### src/rtl/sdc_pkg.sv
// package: constants, types and pin bundle of the sdram command host
package sdc_pkg;
  localparam int DW = 16;
  localparam int AW = 12;
  localparam int MW = 2;
  localparam int CW = 8;
  // ---------------------------------------------
  // register offsets
  // ---------------------------------------------
  localparam logic [7:0] OFS_CTRL = 8'h00;
  localparam logic [7:0] OFS_ADDR = 8'h04;
  localparam logic [7:0] OFS_WDATA = 8'h08;
  localparam logic [7:0] OFS_MASK = 8'h0C;
  localparam logic [7:0] OFS_CFG = 8'h10;
  localparam logic [7:0] OFS_STAT = 8'h14;
  localparam logic [7:0] OFS_RDATA = 8'h18;
  // ---------------------------------------------
  // field positions and reset values
  // ---------------------------------------------
  localparam int CTRL_BA_LSB = 4;
  localparam int CTRL_A10_BIT = 6;
  localparam int STAT_REF_BIT = 1;
  localparam logic [1:0] LAT_RST = 2'h2;
  localparam logic [MW-1:0] MASK_RST = 2'h0;
  // ---------------------------------------------
  // timing
  // ---------------------------------------------
  localparam int CLK_NS = 40;
  localparam int TRP_NS = 20;
  localparam int TRFC_NS = 80;
  localparam int TRP_CYC = (TRP_NS + CLK_NS - 1) / CLK_NS;
  localparam int RFC_CYC = (TRFC_NS + CLK_NS - 1) / CLK_NS;
  localparam int MRD_CYC = 2;
  localparam int XSR_CYC = 2;
  // ---------------------------------------------
  // types
  // ---------------------------------------------
  typedef enum logic [3:0] {
    OP_NOP, OP_ACT, OP_RD, OP_WR, OP_BST,
    OP_PRE, OP_REF, OP_SREF, OP_LMR, OP_SRX
  } sdc_op_t;
  typedef enum logic [1:0] {ST_IDLE, ST_CMD, ST_WAIT, ST_SREF} sdc_st_t;
  typedef struct packed {
    logic cke;
    logic cs_n;
    logic ras_n;
    logic cas_n;
    logic we_n;
    logic [1:0] ba;
    logic [AW-1:0] addr;
    logic [MW-1:0] dqm;
  } sdc_pins_t;
endpackage : sdc_pkg

### src/rtl/sdc_host.sv
// module: apb-driven command host for a four-bank synchronous dram
`timescale 1ns/10ps
`default_nettype none
module sdc_host
  import sdc_pkg::*;
#(
  parameter int RFC_N = RFC_CYC
) (
  input wire logic pclk,
  input wire logic presetn,
  input wire logic psel,
  input wire logic penable,
  input wire logic pwrite,
  input wire logic [7:0] paddr,
  input wire logic [31:0] pwdata,
  output logic [31:0] prdata,
  output logic pready,
  output logic pslverr,
  output sdc_pins_t mem,
  output logic [DW-1:0] dq_o,
  output logic dq_oe,
  input wire logic [DW-1:0] dq_i
);
  // ---------------------------------------------
  // state
  // ---------------------------------------------
  sdc_st_t st_r;
  sdc_op_t op_r;
  logic a10_r;
  logic [1:0] ba_r;
  logic [AW-1:0] addr_r;
  logic [DW-1:0] wdata_r;
  logic [MW-1:0] mask_r;
  logic [1:0] lat_r;
  logic [3:0] open_r;
  logic ref_r;
  logic [DW-1:0] rdata_r;
  logic [CW-1:0] cnt_r;
  logic [DW-1:0] sync1_r;
  logic [DW-1:0] sync2_r;
  logic [31:0] prdata_r;
  logic pslverr_r;
  sdc_pins_t pins_r;
  logic dq_oe_r;
  logic [DW-1:0] dq_o_r;

  logic acc_wr;
  logic ctrl_wr;
  sdc_op_t new_op;
  logic [1:0] new_ba;
  logic new_a10;
  logic ok;
  logic go;
  logic refuse;
  logic rd_cap;

  // ---------------------------------------------
  // helpers
  // ---------------------------------------------
  function automatic logic [2:0] enc(input sdc_op_t op);
    case (op)
      OP_ACT: enc = 3'b011;
      OP_RD: enc = 3'b101;
      OP_WR: enc = 3'b100;
      OP_BST: enc = 3'b110;
      OP_PRE: enc = 3'b010;
      OP_REF, OP_SREF: enc = 3'b001;
      OP_LMR: enc = 3'b000;
      default: enc = 3'b111;
    endcase
  endfunction : enc

  function automatic logic [CW-1:0] hold(input sdc_op_t op, input logic a10,
                                         input logic [1:0] lat);
    logic [CW-1:0] t;
    t = a10 ? CW'(TRP_CYC) : '0;
    case (op)
      OP_RD: hold = CW'(lat) + 8'h01 + t;
      OP_WR: hold = t;
      OP_PRE: hold = CW'(TRP_CYC - 1);
      OP_LMR: hold = CW'(MRD_CYC - 1);
      OP_REF: hold = CW'(RFC_N - 1);
      OP_SRX: hold = CW'(XSR_CYC - 1);
      default: hold = '0;
    endcase
  endfunction : hold

  // ---------------------------------------------
  // command acceptance
  // ---------------------------------------------
  assign acc_wr = psel && penable && pwrite;
  assign ctrl_wr = acc_wr && (paddr == OFS_CTRL);
  assign new_op = sdc_op_t'(pwdata[3:0]);
  assign new_ba = pwdata[CTRL_BA_LSB+1:CTRL_BA_LSB];
  assign new_a10 = pwdata[CTRL_A10_BIT];

  always_comb begin
    ok = (st_r == ST_IDLE) && (pwdata[3:0] <= 4'h9);
    case (new_op)
      OP_ACT: ok = ok && !open_r[new_ba];
      OP_RD, OP_WR: ok = ok && open_r[new_ba];
      OP_LMR: ok = ok && (open_r == 4'h0) && !new_ba[0];
      OP_REF, OP_SREF: ok = ok && (open_r == 4'h0);
      OP_SRX: ok = (st_r == ST_SREF);
      default: ok = ok;
    endcase
  end

  assign go = ctrl_wr && ok;
  assign refuse = ctrl_wr && !ok;
  assign rd_cap = (st_r == ST_WAIT) && (op_r == OP_RD)
    && (cnt_r == (a10_r ? CW'(TRP_CYC) : CW'(0)));

  // ---------------------------------------------
  // sequencer
  // ---------------------------------------------
  always_ff @(posedge pclk or negedge presetn) begin
    if (!presetn) begin
      st_r <= ST_IDLE;
      op_r <= OP_NOP;
      a10_r <= 1'b0;
      ba_r <= 2'h0;
      cnt_r <= '0;
    end else begin
      case (st_r)
        ST_IDLE: begin
          if (go) begin
            st_r <= ST_CMD;
            op_r <= new_op;
            a10_r <= new_a10;
            ba_r <= new_ba;
          end
        end
        ST_CMD: begin
          cnt_r <= hold(op_r, a10_r, lat_r);
          st_r <= (op_r == OP_SREF) ? ST_SREF : ST_WAIT;
        end
        ST_WAIT: begin
          if (cnt_r == '0) begin
            st_r <= ST_IDLE;
          end else begin
            cnt_r <= cnt_r - 8'h01;
          end
        end
        ST_SREF: begin
          if (go) begin
            st_r <= ST_CMD;
            op_r <= OP_SRX;
          end
        end
        default: st_r <= ST_IDLE;
      endcase
    end
  end

  // ---------------------------------------------
  // bank tracking
  // ---------------------------------------------
  always_ff @(posedge pclk or negedge presetn) begin
    if (!presetn) begin
      open_r <= 4'h0;
    end else if (go) begin
      case (new_op)
        OP_ACT: open_r[new_ba] <= 1'b1;
        OP_RD, OP_WR: begin
          if (new_a10) begin
            open_r[new_ba] <= 1'b0;
          end
        end
        OP_PRE: begin
          if (new_a10) begin
            open_r <= 4'h0;
          end else begin
            open_r[new_ba] <= 1'b0;
          end
        end
        default: open_r <= open_r;
      endcase
    end
  end

  // ---------------------------------------------
  // pin drive
  // ---------------------------------------------
  always_ff @(posedge pclk or negedge presetn) begin
    if (!presetn) begin
      pins_r <= '{cke: 1'b1, cs_n: 1'b1, ras_n: 1'b1, cas_n: 1'b1,
                  we_n: 1'b1, ba: 2'h0, addr: '0, dqm: '1};
      dq_oe_r <= 1'b0;
      dq_o_r <= '0;
    end else begin
      dq_oe_r <= go && (new_op == OP_WR);
      dq_o_r <= wdata_r;
      if (go) begin
        pins_r.cke <= (new_op != OP_SREF);
        pins_r.cs_n <= 1'b0;
        {pins_r.ras_n, pins_r.cas_n, pins_r.we_n} <= enc(new_op);
        pins_r.ba <= new_ba;
        pins_r.addr <= addr_r;
        if (new_op inside {OP_RD, OP_WR, OP_PRE}) begin
          pins_r.addr[10] <= new_a10;
        end
        pins_r.dqm <= (new_op inside {OP_RD, OP_WR}) ? mask_r : '1;
      end else if (st_r == ST_SREF || (st_r == ST_CMD && op_r == OP_SREF)) begin
        pins_r.cke <= 1'b0;
        pins_r.cs_n <= 1'b1;
      end else begin
        pins_r.cke <= 1'b1;
        pins_r.cs_n <= 1'b0;
        {pins_r.ras_n, pins_r.cas_n, pins_r.we_n} <= 3'b111;
        // mask stands before the read too: at latency one it is sampled ahead of the command
        pins_r.dqm <= mask_r;
      end
    end
  end

  assign mem = pins_r;
  assign dq_o = dq_o_r;
  assign dq_oe = dq_oe_r;

  // ---------------------------------------------
  // read capture
  // ---------------------------------------------
  always_ff @(posedge pclk or negedge presetn) begin
    if (!presetn) begin
      sync1_r <= '0;
      sync2_r <= '0;
      rdata_r <= '0;
    end else begin
      sync1_r <= dq_i;
      sync2_r <= sync1_r;
      if (rd_cap) begin
        rdata_r <= sync2_r;
      end
    end
  end

  // ---------------------------------------------
  // register file
  // ---------------------------------------------
  always_ff @(posedge pclk or negedge presetn) begin
    if (!presetn) begin
      addr_r <= '0;
      wdata_r <= '0;
      mask_r <= MASK_RST;
      lat_r <= LAT_RST;
    end else if (acc_wr) begin
      case (paddr)
        OFS_ADDR: addr_r <= pwdata[AW-1:0];
        OFS_WDATA: wdata_r <= pwdata[DW-1:0];
        OFS_MASK: mask_r <= pwdata[MW-1:0];
        OFS_CFG: lat_r <= pwdata[1:0];
        default: lat_r <= lat_r;
      endcase
    end
  end

  always_ff @(posedge pclk or negedge presetn) begin
    if (!presetn) begin
      ref_r <= 1'b0;
    end else if (refuse) begin
      ref_r <= 1'b1;
    end else if (acc_wr && paddr == OFS_STAT && pwdata[STAT_REF_BIT]) begin
      ref_r <= 1'b0;
    end
  end

  always_ff @(posedge pclk or negedge presetn) begin
    if (!presetn) begin
      prdata_r <= '0;
      pslverr_r <= 1'b0;
    end else if (psel && !penable) begin
      pslverr_r <= 1'b0;
      case (paddr)
        OFS_CTRL: prdata_r <= {25'h0, a10_r, ba_r, op_r};
        OFS_ADDR: prdata_r <= {20'h0, addr_r};
        OFS_WDATA: prdata_r <= {16'h0, wdata_r};
        OFS_MASK: prdata_r <= {30'h0, mask_r};
        OFS_CFG: prdata_r <= {30'h0, lat_r};
        // self refresh is not busy, so software may write the exit command
        OFS_STAT: prdata_r <= {24'h0, open_r, 1'b0,
                               st_r == ST_SREF, ref_r, st_r inside {ST_CMD, ST_WAIT}};
        OFS_RDATA: prdata_r <= {16'h0, rdata_r};
        default: begin
          prdata_r <= '0;
          pslverr_r <= 1'b1;
        end
      endcase
    end
  end

  assign prdata = prdata_r;
  assign pslverr = pslverr_r;
  assign pready = 1'b1;

  // ---------------------------------------------
  // checks
  // ---------------------------------------------
  logic exec;
  logic is_rd;
  logic is_wr;
  logic is_lmr;
  logic is_ref;
  logic is_pre;
  assign exec = !pins_r.cs_n
    && ({pins_r.ras_n, pins_r.cas_n, pins_r.we_n} != 3'b111);
  assign is_rd = exec && {pins_r.ras_n, pins_r.cas_n, pins_r.we_n} == 3'b101;
  assign is_wr = exec && {pins_r.ras_n, pins_r.cas_n, pins_r.we_n} == 3'b100;
  assign is_lmr = exec && {pins_r.ras_n, pins_r.cas_n, pins_r.we_n} == 3'b000;
  assign is_ref = exec && {pins_r.ras_n, pins_r.cas_n, pins_r.we_n} == 3'b001;
  assign is_pre = exec && {pins_r.ras_n, pins_r.cas_n, pins_r.we_n} == 3'b010;
endmodule : sdc_host
`default_nettype wire

### config.mk
export PLATFORM = sky130hd
export DESIGN_NAME = sdc_host
export DESIGN_NICKNAME = d
export VERILOG_FILES = /design/src/rtl/sdc_pkg.sv /design/src/rtl/sdc_host.sv
export SDC_FILE = /design/constraint.sdc
export NUM_CORES = 1
export LEC_CHECK = 0
export BUFFER_PORTS_ARGS = -buffer_cell sky130_fd_sc_hd__buf_2
export CAP_MARGIN = 20
export CORE_AREA = 2 2 135 97
export DETAILED_ROUTE_END_ITERATION = 16
export DIE_AREA = 0 0 137 99
export PLACE_DENSITY_LB_ADDON = 0.05
export SLEW_MARGIN = 25
export SYNTH_ARGS = -nofsm -noshare
export SYNTH_HDL_FRONTEND = slang
export SYNTH_SLANG_ARGS = --single-unit
export TNS_END_PERCENT = 30
### constraint.sdc
create_clock -name pclk -period 6.35 [get_ports pclk]
set_clock_uncertainty 0.15 [all_clocks]
set_input_delay 0.9525 -clock pclk [delete_from_list [all_inputs] [get_ports pclk]]
set_output_delay 0.9525 -clock pclk [all_outputs]
set_load 0.02 [all_outputs]
Word level (Yosys, flattened, before mapping)

Memory sizes are Yosys's and may differ from the RTL's.
Index checks and enable logic that the tools add are counted.
W data, S select, Z words.

Flip-flop bits (word level): 173
ROM bits: 48
Word-level logic and storage cells: 145
Memories: 1

Memory list:

| memory          | words | width | rd ports | clocked after memory_dff | wr ports | RTL line       | text |
|---|---|---|---|---|---|---|---|
| (no name shown) | 16    | 3     | 1        | 0                        | 0        | sdc_host.sv:61 | `case (op)` |

Add/subtract/negate cells: 3
Order comparisons: 3
Equality and inequality tests: 32
Muxes and demuxes: 30
Bitwise gates (word level): 3
Reductions and logical operators: 47

Operators with widths:

| operator              | count |
|---|---|
| $pmux W16 S7          | 1 |
| $eq A8 B5 Y1 const B  | 3 |
| $pmux W4 S3           | 2 |
| $eq A4 B3 Y1 const B  | 5 |
| $logic_and A1 B1 Y1   | 18 |
| $eq A4 B2 Y1 const B  | 4 |
| $eq A4 B4 Y1 const B  | 4 |
| $eq A8 B4 Y1 const B  | 2 |
| $logic_not A8 Y1      | 2 |
| $mux W4               | 4 |
| $pmux W8 S2           | 1 |
| $reduce_and A2 Y1     | 7 |
| $mux W2               | 6 |
| $ne A2 B2 Y1 const B  | 6 |
| $eq A8 B3 Y1 const B  | 1 |
| $eq A8 B8 Y1          | 1 |
| $mux W1               | 8 |
| $mux W8               | 1 |
| $pmux W4 S2           | 1 |
| $reduce_bool A2 Y1    | 4 |
| $sub A8 B1 Y8 const B | 1 |
| $reduce_or A7 Y1      | 1 |
| $pmux W2 S3           | 1 |
| $reduce_and A3 Y1     | 2 |
| 25 further kinds      | 32 |

Logic depth before layout (Yosys ltp)

Depth after elaboration: 8
Gate-level depth with buffers: 8

Worst setup path before layout

Ideal clock, no wire load.

Kind: input-to-reg
Start point: input pwdata[4]
End point: register a10_r
Library setup time: 0.125 ns
Data arrival time: 2.604 ns
Setup slack: 3.471 ns
Stages: 8
Path buffers: 2
Cells stage by stage: buf_6 mux4_2 mux2i_1 o211a_4 a21oi_2 buf_6 nand2_1 mux2_2

Word-level cells in the longest chain between the ends: 7
Elaborated cells between the ends (all ways): 10
Those cells by class: mux (3); reduce/logical (7)

RTL lines:

| what                                 | RTL line                         | text |
|---|---|---|
| from (decl)                          | sdc_host.sv:15                   | `input wire logic [31:0] pwdata,` |
| $bmux W1 S2                          | sdc_host.sv:100, sdc_host.sv:101 |  |
| $mux W1 (implied by the code)        | sdc_host.sv:100, sdc_host.sv:101 |  |
| $logic_not A1 Y1                     | sdc_host.sv:100                  | `OP_ACT: ok = ok && !open_r[new_ba];` |
| $logic_and A1 B1 Y1                  | sdc_host.sv:100                  |  |
| $pmux W1 S5 *                        | sdc_host.sv:99                   | `case (new_op)` |
| $logic_and A1 B1 Y1 *                | sdc_host.sv:109                  | `assign go = ctrl_wr && ok;` |
| $reduce_and A2 Y1 (no source line) * | n/a                              |  |
| to (signal assigned)                 | sdc_host.sv:130                  | `a10_r <= new_a10;` |
| to (decl)                            | sdc_host.sv:29                   | `logic a10_r;` |

Every way passes the cells marked *; elsewhere a longest branch is shown, timed or not. The select of a mux whose other input is x is not followed.
A chain may end at the register's enable or synchronous reset.

Final worst setup path

Start point: input paddr[4]
End point: register pins_r (netlist bit mem[16])

Word-level cells in the longest chain between the ends: 4
Elaborated cells between the ends (all ways): 5
Those cells by class: eq/ne (1); mux (1); reduce/logical (3)

RTL lines:

| what                                                            | RTL line        | text |
|---|---|---|
| from (decl)                                                     | sdc_host.sv:14  | `input wire logic [7:0] paddr,` |
| $logic_not A8 Y1 *                                              | sdc_host.sv:92  | `assign ctrl_wr = acc_wr && (paddr == OFS_CTRL);` |
| $logic_and A1 B1 Y1 *                                           | sdc_host.sv:92  |  |
| $logic_and A1 B1 Y1 *                                           | sdc_host.sv:109 |  |
| $ne A2 B2 Y1 (no source line) / $mux W5 (equally long branches) | n/a             |  |
| to (signal assigned)                                            | sdc_host.sv:187 | `pins_r <= '{cke: 1'b1, cs_n: 1'b1, ras_n: 1'b1, cas_n: 1'b1,` |
| to (decl)                                                       | sdc_host.sv:43  | `sdc_pins_t pins_r;` |

Every way passes the cells marked *; elsewhere a longest branch is shown, timed or not.

==> impl_metrics.json <==
{
  "whs_endpoint": "sync2_r[8]",
  "p_int_uw": 1770,
  "cts_tree": "yes",
  "cts_buffers": 17,
  "grtUsageTotal_pct": 24.1,
  "via_count": 4675,
  "critPathKind": "in2reg",
  "gp_congestion": 0.844,
  "rsz0062_at_grt": "no",
  "switching_share_pct": 26.9,
  "fillers": 1010,
  "clkPwrFrac_pct": 42.5,
  "synth_commonest_cells": "dfrtp_1, nand2_1, mux2_2, o21ai_0, buf_4",
  "drv_cap": 0,
  "synth-async-reset-ratio_pct": 100,
  "synth_most_common_cell": "dfrtp_1",
  "worstHoldPathType": "reg2reg",
  "grt_pass1_wl_um": 24500,
  "clk_path_buf_depth": 2,
  "clk_pin_slew_ns": 0.07,
  "seq_area_frac_synth_pct": 60.4,
  "ctsResizeCount": 0,
  "hold_buffers": 0,
  "end_kind": "register",
  "slew_viol_final": 0,
  "nets": 719,
  "cp.arrival_ns": 3.40,
  "yosys_warnings": 0,
  "wl_um": 15300,
  "netlist_top_cells_area": "dfrtp_1, mux2_2, nand2_1",
  "drive_above_1_share_pct": 30.6,
  "initial_core_util_pct": 53.3,
  "root_buffer": "clkbuf_16",
  "setup_tns_ns": 0,
  "ir_drop_mv": 0.183,
  "antenna_found_initial": 0,
  "hold_path_depth": 0,
  "first_pass_iters": 5,
  "synth_cell_types": 57,
  "post-route-min-period_ns": 3.21,
  "post_dp_cell_area_um2": 7060,
  "power_density_nw_per_um2": 316,
  "cp-start-kind": "input pin",
  "power_frac_comb_pct": 12.5,
  "ys_ff_latch": 157,
  "finalHoldViolations": 0,
  "io_pins": 133,
  "htree_levels": 4,
  "cts_sinks": 157,
  "cp_slowest_cell": "nor4_1",
  "drtIter0Drc": 311,
  "n_antenna_cell": 0,
  "syn_area_um2": 6530,
  "clk_latency_ns": 0.41,
  "synth_top_area_share_pct": 57.1,
  "ant_nets": 0,
  "min_from": "sync1_r[8]",
  "finalCritPeriodShare_pct": 50.5,
  "synth.largest_area_cell": "dfrtp_1",
  "reg2reg_to": "st_r[1]",
  "placedCellCount": 793,
  "reg2reg_depth": 6,
  "rows": 34,
  "postCtsSetupBuffers": 0,
  "switchingPower_uw": 652,
  "p_total_uw": 2420,
  "grt_max_degree": 102,
  "worst_ep_required_time_ns": 6.54,
  "syn_area_per_cell_um2": 11.8,
  "area_delta_synth_final_pct": 17.6,
  "die_h_um": 99,
  "grt_overflow": 0,
  "synth_edf_count": 0,
  "synthCells": 555,
  "grt_pass1_vias": 4515,
  "p_leak_uw": 0.00385,
  "die-area_um2": 13600,
  "stdcell_area_um2": 7680,
  "worstPathCellList": "buf_2 -> nor4_1 -> nor3b_2 -> o211a_1 -> a21boi_4 -> o211ai_1 -> o31a_1",
  "hold_slack_ns": 0.200,
  "worst_pin_slew_ns": 0.914,
  "drc": 0,
  "power_frac_seq_pct": 45.0,
  "crit_fanout": 24,
  "r2r_slack_ns": 3.70,
  "cp-startpoint": "paddr[4]",
  "port_buffers": 99,
  "chipWidth_um": 137,
  "wl_per_cell_um": 18.6,
  "worst_path_largest_cell_delay_ns": 0.62,
  "timing.fmax_ghz": 0.312,
  "r2r-start": "open_r[3]",
  "dp_hpwl_um": 10600,
  "status": "finished, final reports clean",
  "synth_ff_type": "dfrtp_1",
  "slew_headroom_pct": 39.0,
  "viasPerCell": 5.66,
  "fin_cells": 826,
  "core-area_um2": 12300,
  "finalSetupViolCount": 0
}
==> worst max-delay path by stage <==
| stage | to | slack [ns] | depth (start not counted) |
|---|---|---|---|
| floorplan | a10_r | 3.47 | 8 |
| global placement | mem[16] | 2.78 | 7 |
| detailed placement | mem[16] | 2.80 | 7 |
| CTS | mem[16] | 3.20 | 7 |
| global route | mem[16] | 2.95 | 7 |
| finish | mem[16] | 3.14 | 7 |
==> flip-flops by register name (all words and copies together), names as in the netlist <==
name / cells
open_r: 4
cnt_r: 8
sync2_r: 16
ref_r: 1
ba_r: 2
addr_r: 12
rdata_r: 16
lat_r: 2
op_r: 4
dq_o: 16
a10_r: 1
pslverr: 1
prdata: 16
dq_oe: 1
mask_r: 2
wdata_r: 16
st_r: 2
sync1_r: 16
mem: 21
==> cell families (layout without fill, tap and decap cells) <==
family	count (synthesis)	in the layout	share of synthesized area, %
compound gates	116	116	11.8
xor+xnor	3	3	0.403
fa+ha+maj	7	7	1.34
buf+inv	55	149	4.68
flops	157	157	60.4
mux	55	55	9.53
other cells	2	17	0.115
simple gates	160	160	11.8
==> critical path, delay by kind of cell <==
kind | cells | cell delay, ns
AO/OA/AOI/OAI | 4 | 1.19
AND/OR/NAND/NOR | 2 | 1.08
buffers and inverters | 1 | 0.17
==> layer usage <==
metal	global-route usage (%)	wire [um]	part of all wire (%)
met5	0	0	0
met3	5.25	911	5.9
met2	36.2	7060	46
met1	36.3	7270	47
met4	4.92	100	0.65
==> power by group through the flow <==
stage / clock network, uW / logic, uW / registers, uW
after global placement: 0 / 286 / 1100
after global routing: 1090 / 340 / 1100
after detailed placement: 0 / 301 / 1110
after CTS: 1050 / 302 / 1090
after floorplan: 0 / 202 / 1110
final: 1030 / 302 / 1090
==> cell usage in the layout, fill, tap and decap left out, types with 4 or more instances in the layout <==
cell       Yosys  layout
dfrtp_1      149     149
buf_2          1      98
nand2_1       78      78
o21ai_0       47      47
mux2_2        47      47
a21oi_1       19      19
nor2_1        18      18
conb_1         2      17
clkbuf_16      0      17
inv_1         14      14
nand3_1       10      10
and3_1         9       9
dfstp_2        8       8
mux2i_1        7       7
nor3_1         7       7
a221oi_1       7       7
ha_1           7       7
a31oi_1        6       6
nor2b_1        5       5
nor4_1         5       5
nand2b_1       5       5
a22oi_1        5       5
inv_6          0       5
a222oi_1       4       4
a41oi_1        4       4
==> metrics by stage <==
step	worst slack (ns)	util (%)
after floorplan	3.47	-
after global placement	2.78	57.6
after detailed placement	2.80	57.6
after CTS	3.20	62.6
after global routing	2.95	62.7
final	3.14	62.7
==> cell type report <==
| class | instances | area, um2 | share of cell area, % |
|---|---|---|---|
| Clock buffer | 18 | 439 | 5.72 |
| Sequential cell | 157 | 3940 | 51.3 |
| Inverter | 14 | 52.6 | 0.684 |
| Multi-Input combinational cell | 358 | 2340 | 30.5 |
| Tap cell | 162 | 203 | 2.64 |
| Timing Repair Buffer | 103 | 536 | 6.98 |
| Clock inverter | 14 | 170 | 2.22 |
Power figures use the tool's default switching activity.
